## src/hdl/core_regs_params.svh

```systemverilog
`ifndef CORE_REGS_PARAMS_SVH
`define CORE_REGS_PARAMS_SVH

// Word offsets on the register bus
`define ADDR_STATUS      4'h0
`define ADDR_OPTION      4'h1
`define ADDR_INTCTL      4'h2
`define ADDR_CORE_EVENT  4'h3
`define ADDR_ALU_RESULT  4'h4
`define ADDR_PIN_CHANGE  4'h5
`define ADDR_DERIVED     4'h6

// Reset values
`define RESET_STATUS     8'h18
`define RESET_OPTION     8'hff
`define RESET_INTCTL     8'h00

// Status bit positions
`define BIT_IND_BANK     7
`define BIT_TIMEOUT      4
`define BIT_POWER_DOWN   3
`define BIT_ZERO         2
`define BIT_DIGIT_CARRY  1
`define BIT_CARRY        0

// Option bit positions
`define BIT_PULLUP_DIS   7
`define BIT_EXT_EDGE     6
`define BIT_CLOCK_SRC    5
`define BIT_SRC_EDGE     4
`define BIT_PRE_ASSIGN   3

// Interrupt control bit positions
`define BIT_GIE          7
`define BIT_PERIPHERAL_IRQ_ENABLE         6
`define BIT_TOV_EN       5
`define BIT_EXT_EN       4
`define BIT_CHG_EN       3
`define BIT_TOV_FLAG     2
`define BIT_EXT_FLAG     1
`define BIT_CHG_FLAG     0

// Core event command bits
`define EV_WDT_CLEAR     0
`define EV_SLEEP         1
`define EV_WDT_TIMEOUT   2

`endif

```

## src/hdl/core_regs_pkg.sv

```systemverilog
package core_regs_pkg;

  typedef enum logic [3:0] {
    OP_NONE   = 4'h0,
    OP_ADD    = 4'h1,
    OP_SUB    = 4'h2,
    OP_LOGIC  = 4'h3,
    OP_ROT_R  = 4'h4,
    OP_ROT_L  = 4'h5
  } alu_op_type;

  typedef struct packed {
    logic        cyc;
    logic        stb;
    logic        we;
    logic [3:0]  adr;
    logic [7:0]  dat;
  } wb_req_type;

  typedef struct packed {
    logic        ack;
    logic [7:0]  dat;
  } wb_rsp_type;

  typedef struct packed {
    logic        ind_bank;
    logic [1:0]  dir_bank;
    logic        pullup_disable;
    logic        ext_edge_rising;
    logic        timer_ext_clock;
    logic        timer_falling;
    logic        prescaler_to_wdt;
    logic [8:0]  timer_divide;
    logic [8:0]  wdt_divide;
  } config_view_type;

  typedef enum logic [1:0] {
    BUS_IDLE = 2'b01,
    BUS_ACK  = 2'b10
  } bus_state_type;

endpackage : core_regs_pkg

```

## src/hdl/core_status_option_intctl_regs.sv

```systemverilog
// How it works
// - Indirect bank bit picks upper or lower half
// - Two bank bits pick one of four banks
// - Timeout flag high after reset, clear, sleep
// - Power-down flag set by clear, cleared by sleep
// - Zero flag follows zero result on add/sub/logic
// - Digit carry from low nibble on add/sub
// - Carry from top bit on add/sub
// - Subtract adds two's complement; borrow inverted
// - Rotates load carry with bit shifted out
// - ALU result beats software write on flags
// - Pull-up disable bit blocks all pull-ups
// - Edge bit picks external interrupt edge
// - Clock source bit picks pin or cycle clock
// - Source edge bit picks counting edge
// - Assign bit gives prescaler to watchdog or timer
// - Rate field divides by power of two
// - Timer runs 1:1 when prescaler on watchdog
// - Flags set regardless of interrupt enables
// - Global and peripheral enables gate groups
// - Timer overflow flag sticky until cleared
// - Selected pin edge sets sticky external flag
// - Any enabled pin change sets change flag
`timescale 1ns/100ps
`default_nettype none
`include "core_regs_params.svh"

module core_status_option_intctl_regs #(
  parameter int PORT_WIDTH = 6
) (
  // Clock and reset
  input  wire logic                         CLK,
  input  wire logic                         NRST,
  // Wishbone slave
  input  wire logic                         WB_CYC_I,
  input  wire logic                         WB_STB_I,
  input  wire logic                         WB_WE_I,
  input  wire logic [3:0]                   WB_ADR_I,
  input  wire logic [7:0]                   WB_DAT_I,
  input  wire logic                         WB_SEL_I,
  output logic                              WB_ACK_O,
  output logic      [7:0]                   WB_DAT_O,
  // ALU operation and operands from the core
  input  wire core_regs_pkg::alu_op_type    ALU_OP,
  input  wire logic [7:0]                   ALU_A,
  input  wire logic [7:0]                   ALU_B,
  input  wire logic                         ALU_CARRY_IN,
  // Core events and pins
  input  wire logic                         TIMER_ROLLOVER,
  input  wire logic                         EXT_IRQ_PIN,
  input  wire logic [PORT_WIDTH-1:0]        IO_PORT,
  input  wire logic                         PERIPHERAL_REQUEST,
  // Configuration view and request
  output core_regs_pkg::config_view_type    CONFIG_VIEW,
  output logic                              IRQ_REQUEST
);

  typedef struct packed {
    core_regs_pkg::bus_state_type bus;
    logic [7:0]                   rdata;
    logic [7:0]                   status;
    logic [7:0]                   option;
    logic [7:0]                   intctl;
    logic [7:0]                   alu_result;
    logic [PORT_WIDTH-1:0]        change_enable;
    logic                         irq;
    core_regs_pkg::config_view_type view;
  } state_type;

  state_type st;
  state_type next_st;

  logic                  ext_rise;
  logic                  ext_fall;
  logic [PORT_WIDTH-1:0] pin_rise;
  logic [PORT_WIDTH-1:0] pin_fall;

  edge_detect #(.WIDTH(1)) ext_edges (
    .clk   (CLK),
    .nrst  (NRST),
    .level (EXT_IRQ_PIN),
    .rise  (ext_rise),
    .fall  (ext_fall)
  );

  edge_detect #(.WIDTH(PORT_WIDTH)) pin_edges (
    .clk   (CLK),
    .nrst  (NRST),
    .level (IO_PORT),
    .rise  (pin_rise),
    .fall  (pin_fall)
  );

  logic       access;
  logic       wr;
  logic [8:0] sum9;
  logic [4:0] sum5;
  logic       alu_flags;
  logic       ext_event;
  logic       chg_event;

  always_comb
  begin
    next_st   = st;
    access    = WB_CYC_I && WB_STB_I && (st.bus == core_regs_pkg::BUS_IDLE);
    wr        = access && WB_WE_I && WB_SEL_I;
    sum9      = 9'h000;
    sum5      = 5'h00;
    alu_flags = 1'b0;

    // Single-cycle answer; one idle cycle between answers
    case (st.bus)
      core_regs_pkg::BUS_IDLE:
      begin
        if (access)
        begin
          next_st.bus = core_regs_pkg::BUS_ACK;
          case (WB_ADR_I)
            `ADDR_STATUS:     next_st.rdata = st.status;
            `ADDR_OPTION:     next_st.rdata = st.option;
            `ADDR_INTCTL:     next_st.rdata = st.intctl;
            `ADDR_ALU_RESULT: next_st.rdata = st.alu_result;
            `ADDR_PIN_CHANGE: next_st.rdata = 8'(st.change_enable);
            default:          next_st.rdata = 8'h00;
          endcase
        end
      end
      core_regs_pkg::BUS_ACK:
        next_st.bus = core_regs_pkg::BUS_IDLE;
      default:
        next_st.bus = core_regs_pkg::BUS_IDLE;
    endcase

    // Software writes; status keeps timeout and power-down read-only
    if (wr)
    begin
      case (WB_ADR_I)
        `ADDR_STATUS:
        begin
          next_st.status[7:5] = WB_DAT_I[7:5];
          next_st.status[2:0] = WB_DAT_I[2:0];
        end
        `ADDR_OPTION:     next_st.option = WB_DAT_I;
        `ADDR_INTCTL:     next_st.intctl = WB_DAT_I;
        `ADDR_PIN_CHANGE: next_st.change_enable = WB_DAT_I[PORT_WIDTH-1:0];
        `ADDR_CORE_EVENT:
        begin
          if (WB_DAT_I[`EV_WDT_CLEAR])
          begin
            next_st.status[`BIT_TIMEOUT]    = 1'b1;
            next_st.status[`BIT_POWER_DOWN] = 1'b1;
          end
          else if (WB_DAT_I[`EV_SLEEP])
          begin
            next_st.status[`BIT_TIMEOUT]    = 1'b1;
            next_st.status[`BIT_POWER_DOWN] = 1'b0;
          end
          if (WB_DAT_I[`EV_WDT_TIMEOUT])
            next_st.status[`BIT_TIMEOUT] = 1'b0;
        end
        default:
        begin
        end
      endcase
    end

    // Flag updates come after the write so hardware wins
    case (ALU_OP)
      core_regs_pkg::OP_ADD, core_regs_pkg::OP_SUB:
      begin
        // Plus one added at full width, so nibble and top carries survive
        if (ALU_OP == core_regs_pkg::OP_SUB)
        begin
          sum9 = {1'b0, ALU_A} + {1'b0, ~ALU_B} + 9'h001;
          sum5 = {1'b0, ALU_A[3:0]} + {1'b0, ~ALU_B[3:0]} + 5'h01;
        end
        else
        begin
          sum9 = {1'b0, ALU_A} + {1'b0, ALU_B};
          sum5 = {1'b0, ALU_A[3:0]} + {1'b0, ALU_B[3:0]};
        end
        next_st.alu_result = sum9[7:0];
        next_st.status[`BIT_CARRY]       = sum9[8];
        next_st.status[`BIT_DIGIT_CARRY] = sum5[4];
        alu_flags = 1'b1;
      end
      core_regs_pkg::OP_LOGIC:
      begin
        next_st.alu_result = ALU_A;
        alu_flags = 1'b1;
      end
      core_regs_pkg::OP_ROT_R:
      begin
        next_st.alu_result         = {ALU_CARRY_IN, ALU_A[7:1]};
        next_st.status[`BIT_CARRY] = ALU_A[0];
      end
      core_regs_pkg::OP_ROT_L:
      begin
        next_st.alu_result         = {ALU_A[6:0], ALU_CARRY_IN};
        next_st.status[`BIT_CARRY] = ALU_A[7];
      end
      default:
      begin
      end
    endcase
    if (alu_flags)
      next_st.status[`BIT_ZERO] = (next_st.alu_result == 8'h00);

    // Set beats software clear
    ext_event = st.option[`BIT_EXT_EDGE] ? ext_rise : ext_fall;
    chg_event = |((pin_rise | pin_fall) & st.change_enable);
    if (TIMER_ROLLOVER)
      next_st.intctl[`BIT_TOV_FLAG] = 1'b1;
    if (ext_event)
      next_st.intctl[`BIT_EXT_FLAG] = 1'b1;
    if (chg_event)
      next_st.intctl[`BIT_CHG_FLAG] = 1'b1;

    // Request drawn from the registered flags
    next_st.irq = st.intctl[`BIT_GIE] && (
      (st.intctl[`BIT_TOV_EN] && st.intctl[`BIT_TOV_FLAG]) ||
      (st.intctl[`BIT_EXT_EN] && st.intctl[`BIT_EXT_FLAG]) ||
      (st.intctl[`BIT_CHG_EN] && st.intctl[`BIT_CHG_FLAG]) ||
      (st.intctl[`BIT_PERIPHERAL_IRQ_ENABLE] && PERIPHERAL_REQUEST));

    // Decoded controls for the timer, watchdog and port
    next_st.view.ind_bank         = st.status[`BIT_IND_BANK];
    next_st.view.dir_bank         = st.status[6:5];
    next_st.view.pullup_disable   = st.option[`BIT_PULLUP_DIS];
    next_st.view.ext_edge_rising  = st.option[`BIT_EXT_EDGE];
    next_st.view.timer_ext_clock  = st.option[`BIT_CLOCK_SRC];
    next_st.view.timer_falling    = st.option[`BIT_SRC_EDGE];
    next_st.view.prescaler_to_wdt = st.option[`BIT_PRE_ASSIGN];
    if (st.option[`BIT_PRE_ASSIGN])
    begin
      next_st.view.timer_divide = 9'h001;
      next_st.view.wdt_divide   = 9'h001 << st.option[2:0];
    end
    else
    begin
      next_st.view.timer_divide = 9'h002 << st.option[2:0];
      next_st.view.wdt_divide   = 9'h001;
    end
  end

  always_ff @(posedge CLK or negedge NRST)
  begin
    if (!NRST)
    begin
      st                       <= '0;
      st.bus                   <= core_regs_pkg::BUS_IDLE;
      st.status                <= `RESET_STATUS;
      st.option                <= `RESET_OPTION;
      st.intctl                <= `RESET_INTCTL;
      st.view.ind_bank         <= 1'b0;
      st.view.pullup_disable   <= 1'b1;
      st.view.ext_edge_rising  <= 1'b1;
      st.view.timer_ext_clock  <= 1'b1;
      st.view.timer_falling    <= 1'b1;
      st.view.prescaler_to_wdt <= 1'b1;
      st.view.timer_divide     <= 9'h001;
      st.view.wdt_divide       <= 9'h080;
    end
    else
      st <= next_st;
  end

  assign WB_ACK_O    = (st.bus == core_regs_pkg::BUS_ACK);
  assign WB_DAT_O    = st.rdata;
  assign CONFIG_VIEW = st.view;
  assign IRQ_REQUEST = st.irq;

endmodule : core_status_option_intctl_regs

`default_nettype wire

```

## src/hdl/edge_detect.sv

```systemverilog
`timescale 1ns/100ps
`default_nettype none
`include "core_regs_params.svh"

// Registered edge detector on a synchronous input
module edge_detect #(
  parameter int WIDTH = 1
) (
  // Clock and reset
  input  wire logic             clk,
  input  wire logic             nrst,
  // Sampled level and edges
  input  wire logic [WIDTH-1:0] level,
  output logic      [WIDTH-1:0] rise,
  output logic      [WIDTH-1:0] fall
);

  logic [WIDTH-1:0] last;
  logic             primed;

  // No edge until one real sample is held, so a pin idling high gives no false edge
  always_ff @(posedge clk or negedge nrst)
  begin
    if (!nrst)
    begin
      last   <= '0;
      primed <= 1'b0;
    end
    else
    begin
      last   <= level;
      primed <= 1'b1;
    end
  end

  assign rise = level & ~last & {WIDTH{primed}};
  assign fall = ~level & last & {WIDTH{primed}};

endmodule : edge_detect

`default_nettype wire

```

## config.mk

```make
export PLATFORM = sky130hd
export DESIGN_NAME = core_status_option_intctl_regs
export DESIGN_NICKNAME = d
export VERILOG_FILES = /design/src/hdl/core_regs_pkg.sv /design/src/hdl/core_status_option_intctl_regs.sv /design/src/hdl/edge_detect.sv
export VERILOG_INCLUDE_DIRS = /design/src /design/src/hdl
export SDC_FILE = /design/constraint.sdc
export NUM_CORES = 1
export LEC_CHECK = 0
export BUFFER_PORTS_ARGS = -buffer_cell sky130_fd_sc_hd__clkbuf_2
export CORE_ASPECT_RATIO = 1.1
export CORE_MARGIN = 2
export CORE_UTILIZATION = 40
export CTS_BUF_LIST = sky130_fd_sc_hd__clkbuf_4
export CTS_CLUSTER_SIZE = 28
export DETAILED_ROUTE_END_ITERATION = 12
export SYNTH_ARGS = -nofsm -noshare
export SYNTH_HDL_FRONTEND = slang
export SYNTH_SLANG_ARGS = --single-unit
```

## constraint.sdc

```tcl
create_clock -name CLK -period 4 [get_ports CLK]
set_input_delay 0.2 -clock CLK [delete_from_list [all_inputs] [get_ports CLK]]
set_output_delay 0.2 -clock CLK [all_outputs]
set_load 0.01 [all_outputs]
```

# Word-level counts from Yosys, hierarchy flattened
# Cells that the tools add are included.
# word_totals
regBits,83
in_bits,48
output_inout_bits,36
wordCells,131
# op_classes
addsub,6
eq_ne,13
shifts,2
muxes,22
bitwise,16
n_reduce_logical,44
# op_table
cell,n
8-bit case mux with 5 select lines,1
8-bit case mux with 4 select lines,1
6-bit bitwise AND,5
2-bit AND reduction,11
2-bit nonzero test,11
19-bit two-way mux,1
8-bit by 8-bit adder with 9-bit output,2
18-bit two-way mux,1
"4-bit by 2-bit equality test with 1-bit output, second input constant",4
"4-bit by 3-bit equality test with 1-bit output, second input constant",4
8-bit two-way mux,2
6-bit inverter,2
4-bit by 4-bit adder with 5-bit output,2
10-bit two-way mux,1
"9-bit by 1-bit adder with 9-bit output, second input constant",1
1-bit logical AND,9
9-bit two-way mux,1
"1-bit by 3-bit left shift with 9-bit output, first input constant",1
"2-bit by 3-bit left shift with 9-bit output, first input constant",1
"4-bit by 1-bit equality test with 1-bit output, second input constant",2
8-bit zero test,1
1-bit two-way mux,8
8-bit inverter,1
4-bit nonzero test,2
19 further kinds,28

# Logic depth before layout (Yosys ltp)
# logic_depth
ltp_word,8
mapped_depth,10
mapped_depth_nobuf,10

# By module
# A second synthesis with hierarchy kept.
# unflattened
cells_unflattened,466
hier_area_um2,4754.6
# modules_own_cells
mod,instances,cells_per_inst,area_each_um2,seq_area_each_um2
core_status_option_intctl_regs,1,440,4385.5,1848.0
edge_detect at pin_edges,1,21,297.8,175.2
edge_detect at ext_edges,1,5,71.3,50.0

# Least setup slack after synthesis
# Ideal clock, no wire load.
# synth_path
kind,input port to flip-flop
start,input ALU_A[0]
end,register st[59] (netlist bit)
setup_time_ns,0.132
arrival_time_ns,2.198
required_ns,3.868
slack_ns,1.670
path_stages,10
n_path_buf,0
path_cell_list,ha_1 > inv_1 > fa_1 > o21ba_1 > or4_1 > o211a_1 > mux2i_1 > mux2_2 > nor2_1 > o41ai_2
# synth_rtl
item,line,source
start: declaration,core_status_option_intctl_regs.sv:45,"input wire logic [7:0] ALU_A,"
end signal: assignment,core_status_option_intctl_regs.sv:265,st <= next_st;
end: declaration,core_status_option_intctl_regs.sv:70,state_type st;

==> impl_results.md <==
* Status: finished clean
* Asr flop ratio synth at 1.00
* Area grow syn2layout at 11.2%
* CTS tree: yes
* GRT Residual Overflow at 0
* Reg area at 2050 um^2
* Syn_nets at 516
* Die Y at 117 um
* Fmax at 447 MHz
* Avg Cell Area, Syn at 10.4 um^2
* Commonest non-fill, non-tap cell in the layout: clkbuf_2
* Synth area leader: dfrtp_1
* Synthesized area at 4660 um^2
* Root Driver: clkbuf_4
* Dpl hpwl at 7.75 mm
* Clock transition at path regs at 120 ps
* Tot Pwr at 1800 uW
* Register area share after synthesis at 0.440
* Final Hold Fails at 0
* Fin Setup TNS at 0 ps
* Clock Latency Late Sink at 450 ps
* Met3 GRT Util at 0.0288
* Die ar. at 12500 um^2
* Multi-input logic area at 2190 um^2
* Met1 Usage GRT at 0.216
* Wirelength, routed at 10.2 mm
* Period Utilization, post-route at 0.559
* Crit path required time at 4320 ps
* Core box area at 11400 um^2
* # DRC at 0
* Gr busiest metal: met2
* IO Port Bufs at 82
* RSZ-0062 raised after global routing: false
* Count of state elements after synthesis at 81
* Kind of end point of the critical path: register
* Min Tclk post-route at 2240 ps
* Nets at 565
* Wire length of the first global-routing pass at 16.4 mm
* Worst Hold Class: input port to register
* WHS Endpoint: st[48]$_DFFE_PN0P_
* Row count at 41
* Top-area cell type share of the netlist area at 0.344
* CP Max Fanout at 5
* Hold Crit Depth at 2
* Post-route cell area at 5180 um^2
* Max_cap viols at 0
* Hold buffer count at cts at 11
* Total CTS buffers at 9
* Initial Util at 0.409
* Final setup viols at 0
* Tot GR Track Use at 0.170
* Dominant synthesized flop cell: dfrtp_1
* Clock Sinks at 81
* Worst r2r src: st[73]$_DFFE_PN1P_
* Most frequent cells in the layout: 81 x clkbuf_2, 64 x dfrtp_1, 30 x nor2_1
* Met2 Use GR at 0.289
* Clk_skew at 10.6 ps
* Pwr dens at 348 nW/um^2
* Worst EP arrival at 2560 ps
* Utilization after layout at 0.455
* Die width at 107 um
* Ys Warns at 0
* Hold_sp: WB_DAT_I[7]
* Slew @ Worst Pin at 964 ps
* Vias per Instance at 5.07
* Cts repair resizes at 0
* # IOs at 84
* Reg2reg path depth at 7
* Synth cell types at 66
* # H-tree levels at 3
* Post-route antenna net violation count at 0
* Worst vdd ir at 0.000158 V
* Share of cells above drive strength 1 at 0.312
* Crit Path Class: input port to register
* Largest net degree at the start of global routing at 82
* Per-cell routed wire length at 15.5 um
* Pre-Repair DR Iteration Count at 4
* Initial antenna violation count at 1
* Area after DPL at 4900 um^2
* EDFF count, synth at 0
* Vias in the first global route at 3194
* Starting DRT DRC Count at 191
* Startpoint Class: input port
* Post-Syn Instances at 449
* Post-CTS Setup Inserts at 0
* R2R Path End: st[57]$_DFFE_PN0P_
* RD Place Congestion at 0.798
* Leakage at 0.00237 uW
* Synth area leaders: dfrtp_1 34%, dfstp_2 9.6%, mux2_2 6.8%, buf_4 5.5%, ha_1 4.6%
* FILL cells at 1127
* R2R Setup Slk at 1880 ps
* Max-slew violation count at 0
* Buffers from clock root to sink, at most at 2
* Slew HR at 0.357
* Total number of vias at 3319
-- synthesized netlist by cell type, types with 5 or more instances --
library cell	n
nor3_1	15
mux2_2	28
inv_1	18
nor2_1	30
nand3_1	6
a21oi_1	17
dfstp_2	17
nor2b_1	13
buf_4	34
a22o_1	6
o21ai_0	27
ha_1	17
nand2_1	29
clkbuf_1	13
a22oi_1	12
dfrtp_1	64
xor2_1	8
mux2i_1	6
mux4_2	5
nand2b_1	14
-- cell type report --
type                            instances  share of cell area
Multi-Input combinational cell        295               0.422
Timing Repair Buffer                   93               0.101
Tap cell                              150              0.0362
Inverter                               18              0.0130
Clock buffer                            9              0.0130
Antenna cell                            1            0.000483
Clock inverter                          7              0.0184
Sequential cell                        81               0.396
-- logic make-up after synthesis --
| logic type | after synthesis | share of synthesized area |
|---|---|---|
| adder cells (fa/ha/maj) | 19 | 0.0543 |
| buffers and inverters | 73 | 0.0903 |
| AO/OA/AOI/OAI | 101 | 0.153 |
| flip-flops | 81 | 0.440 |
| AND/OR/NAND/NOR | 124 | 0.137 |
| XOR/XNOR | 10 | 0.0188 |
| other | 2 | 0.00161 |
| multiplexers | 39 | 0.105 |
-- per-layer routing --
metal  wire length, um  vias to the layer above
met5                 0                        -
met2              4860                       95
met1              4650                     1550
met3               449                       13
li1                  -                     1661
met4               200                        0
-- where the power goes --
group | internal [uW] | switching [uW] | total (uW)
Sequential | 888 | 42.7 | 930
Combinational | 152 | 187 | 340
Clock | 251 | 280 | 531
Total | 1290 | 510 | 1800
-- critical path, cell delays in order --
cell      delay, ps
clkbuf_2        130
ha_1            180
inv_1            50
fa_1            410
o21ba_1         220
or4_1           400
o211a_1         160
mux2i_1         170
mux2_2          360
nor2_1          170
o41ai_2         100
-- state kept, by name (all words and copies together), names as in the netlist --
name,cells
ext_edges.last,1
IRQ_REQUEST,1
st,32
next_st,8
WB_DAT_O,8
pin_edges.last,6
pin_edges.primed,1
CONFIG_VIEW,24
-- metrics by stage --
stage / cells / worst slack [ps] / hold slack (ps)
after CTS: 653 / 1780 / 0.0872
after detailed placement: 626 / 1320 / 337
after global routing: 654 / 1700 / 11.0
final: 654 / 1760 / 22.9
after floorplan: 449 / 1670 / -95.6
after global placement: 626 / 1370 / 336
-- worst max-delay path by stage --
stage / startpoint / to / slack, ps / cells after the start
after floorplan: ALU_A[0] / st[59]$_DFFE_PN0P_ / 1670 / 10
after global placement: ALU_A[0] / st[59]$_DFFE_PN0P_ / 1370 / 11
after detailed placement: ALU_A[0] / st[59]$_DFFE_PN0P_ / 1320 / 11
after CTS: ALU_A[0] / st[59]$_DFFE_PN0P_ / 1780 / 11
after global routing: st[73]$_DFFE_PN1P_ / st[57]$_DFFE_PN0P_ / 1700 / 7
final: ALU_A[0] / st[59]$_DFFE_PN0P_ / 1760 / 11
No activity file was read; power rests on OpenSTA's default activity.
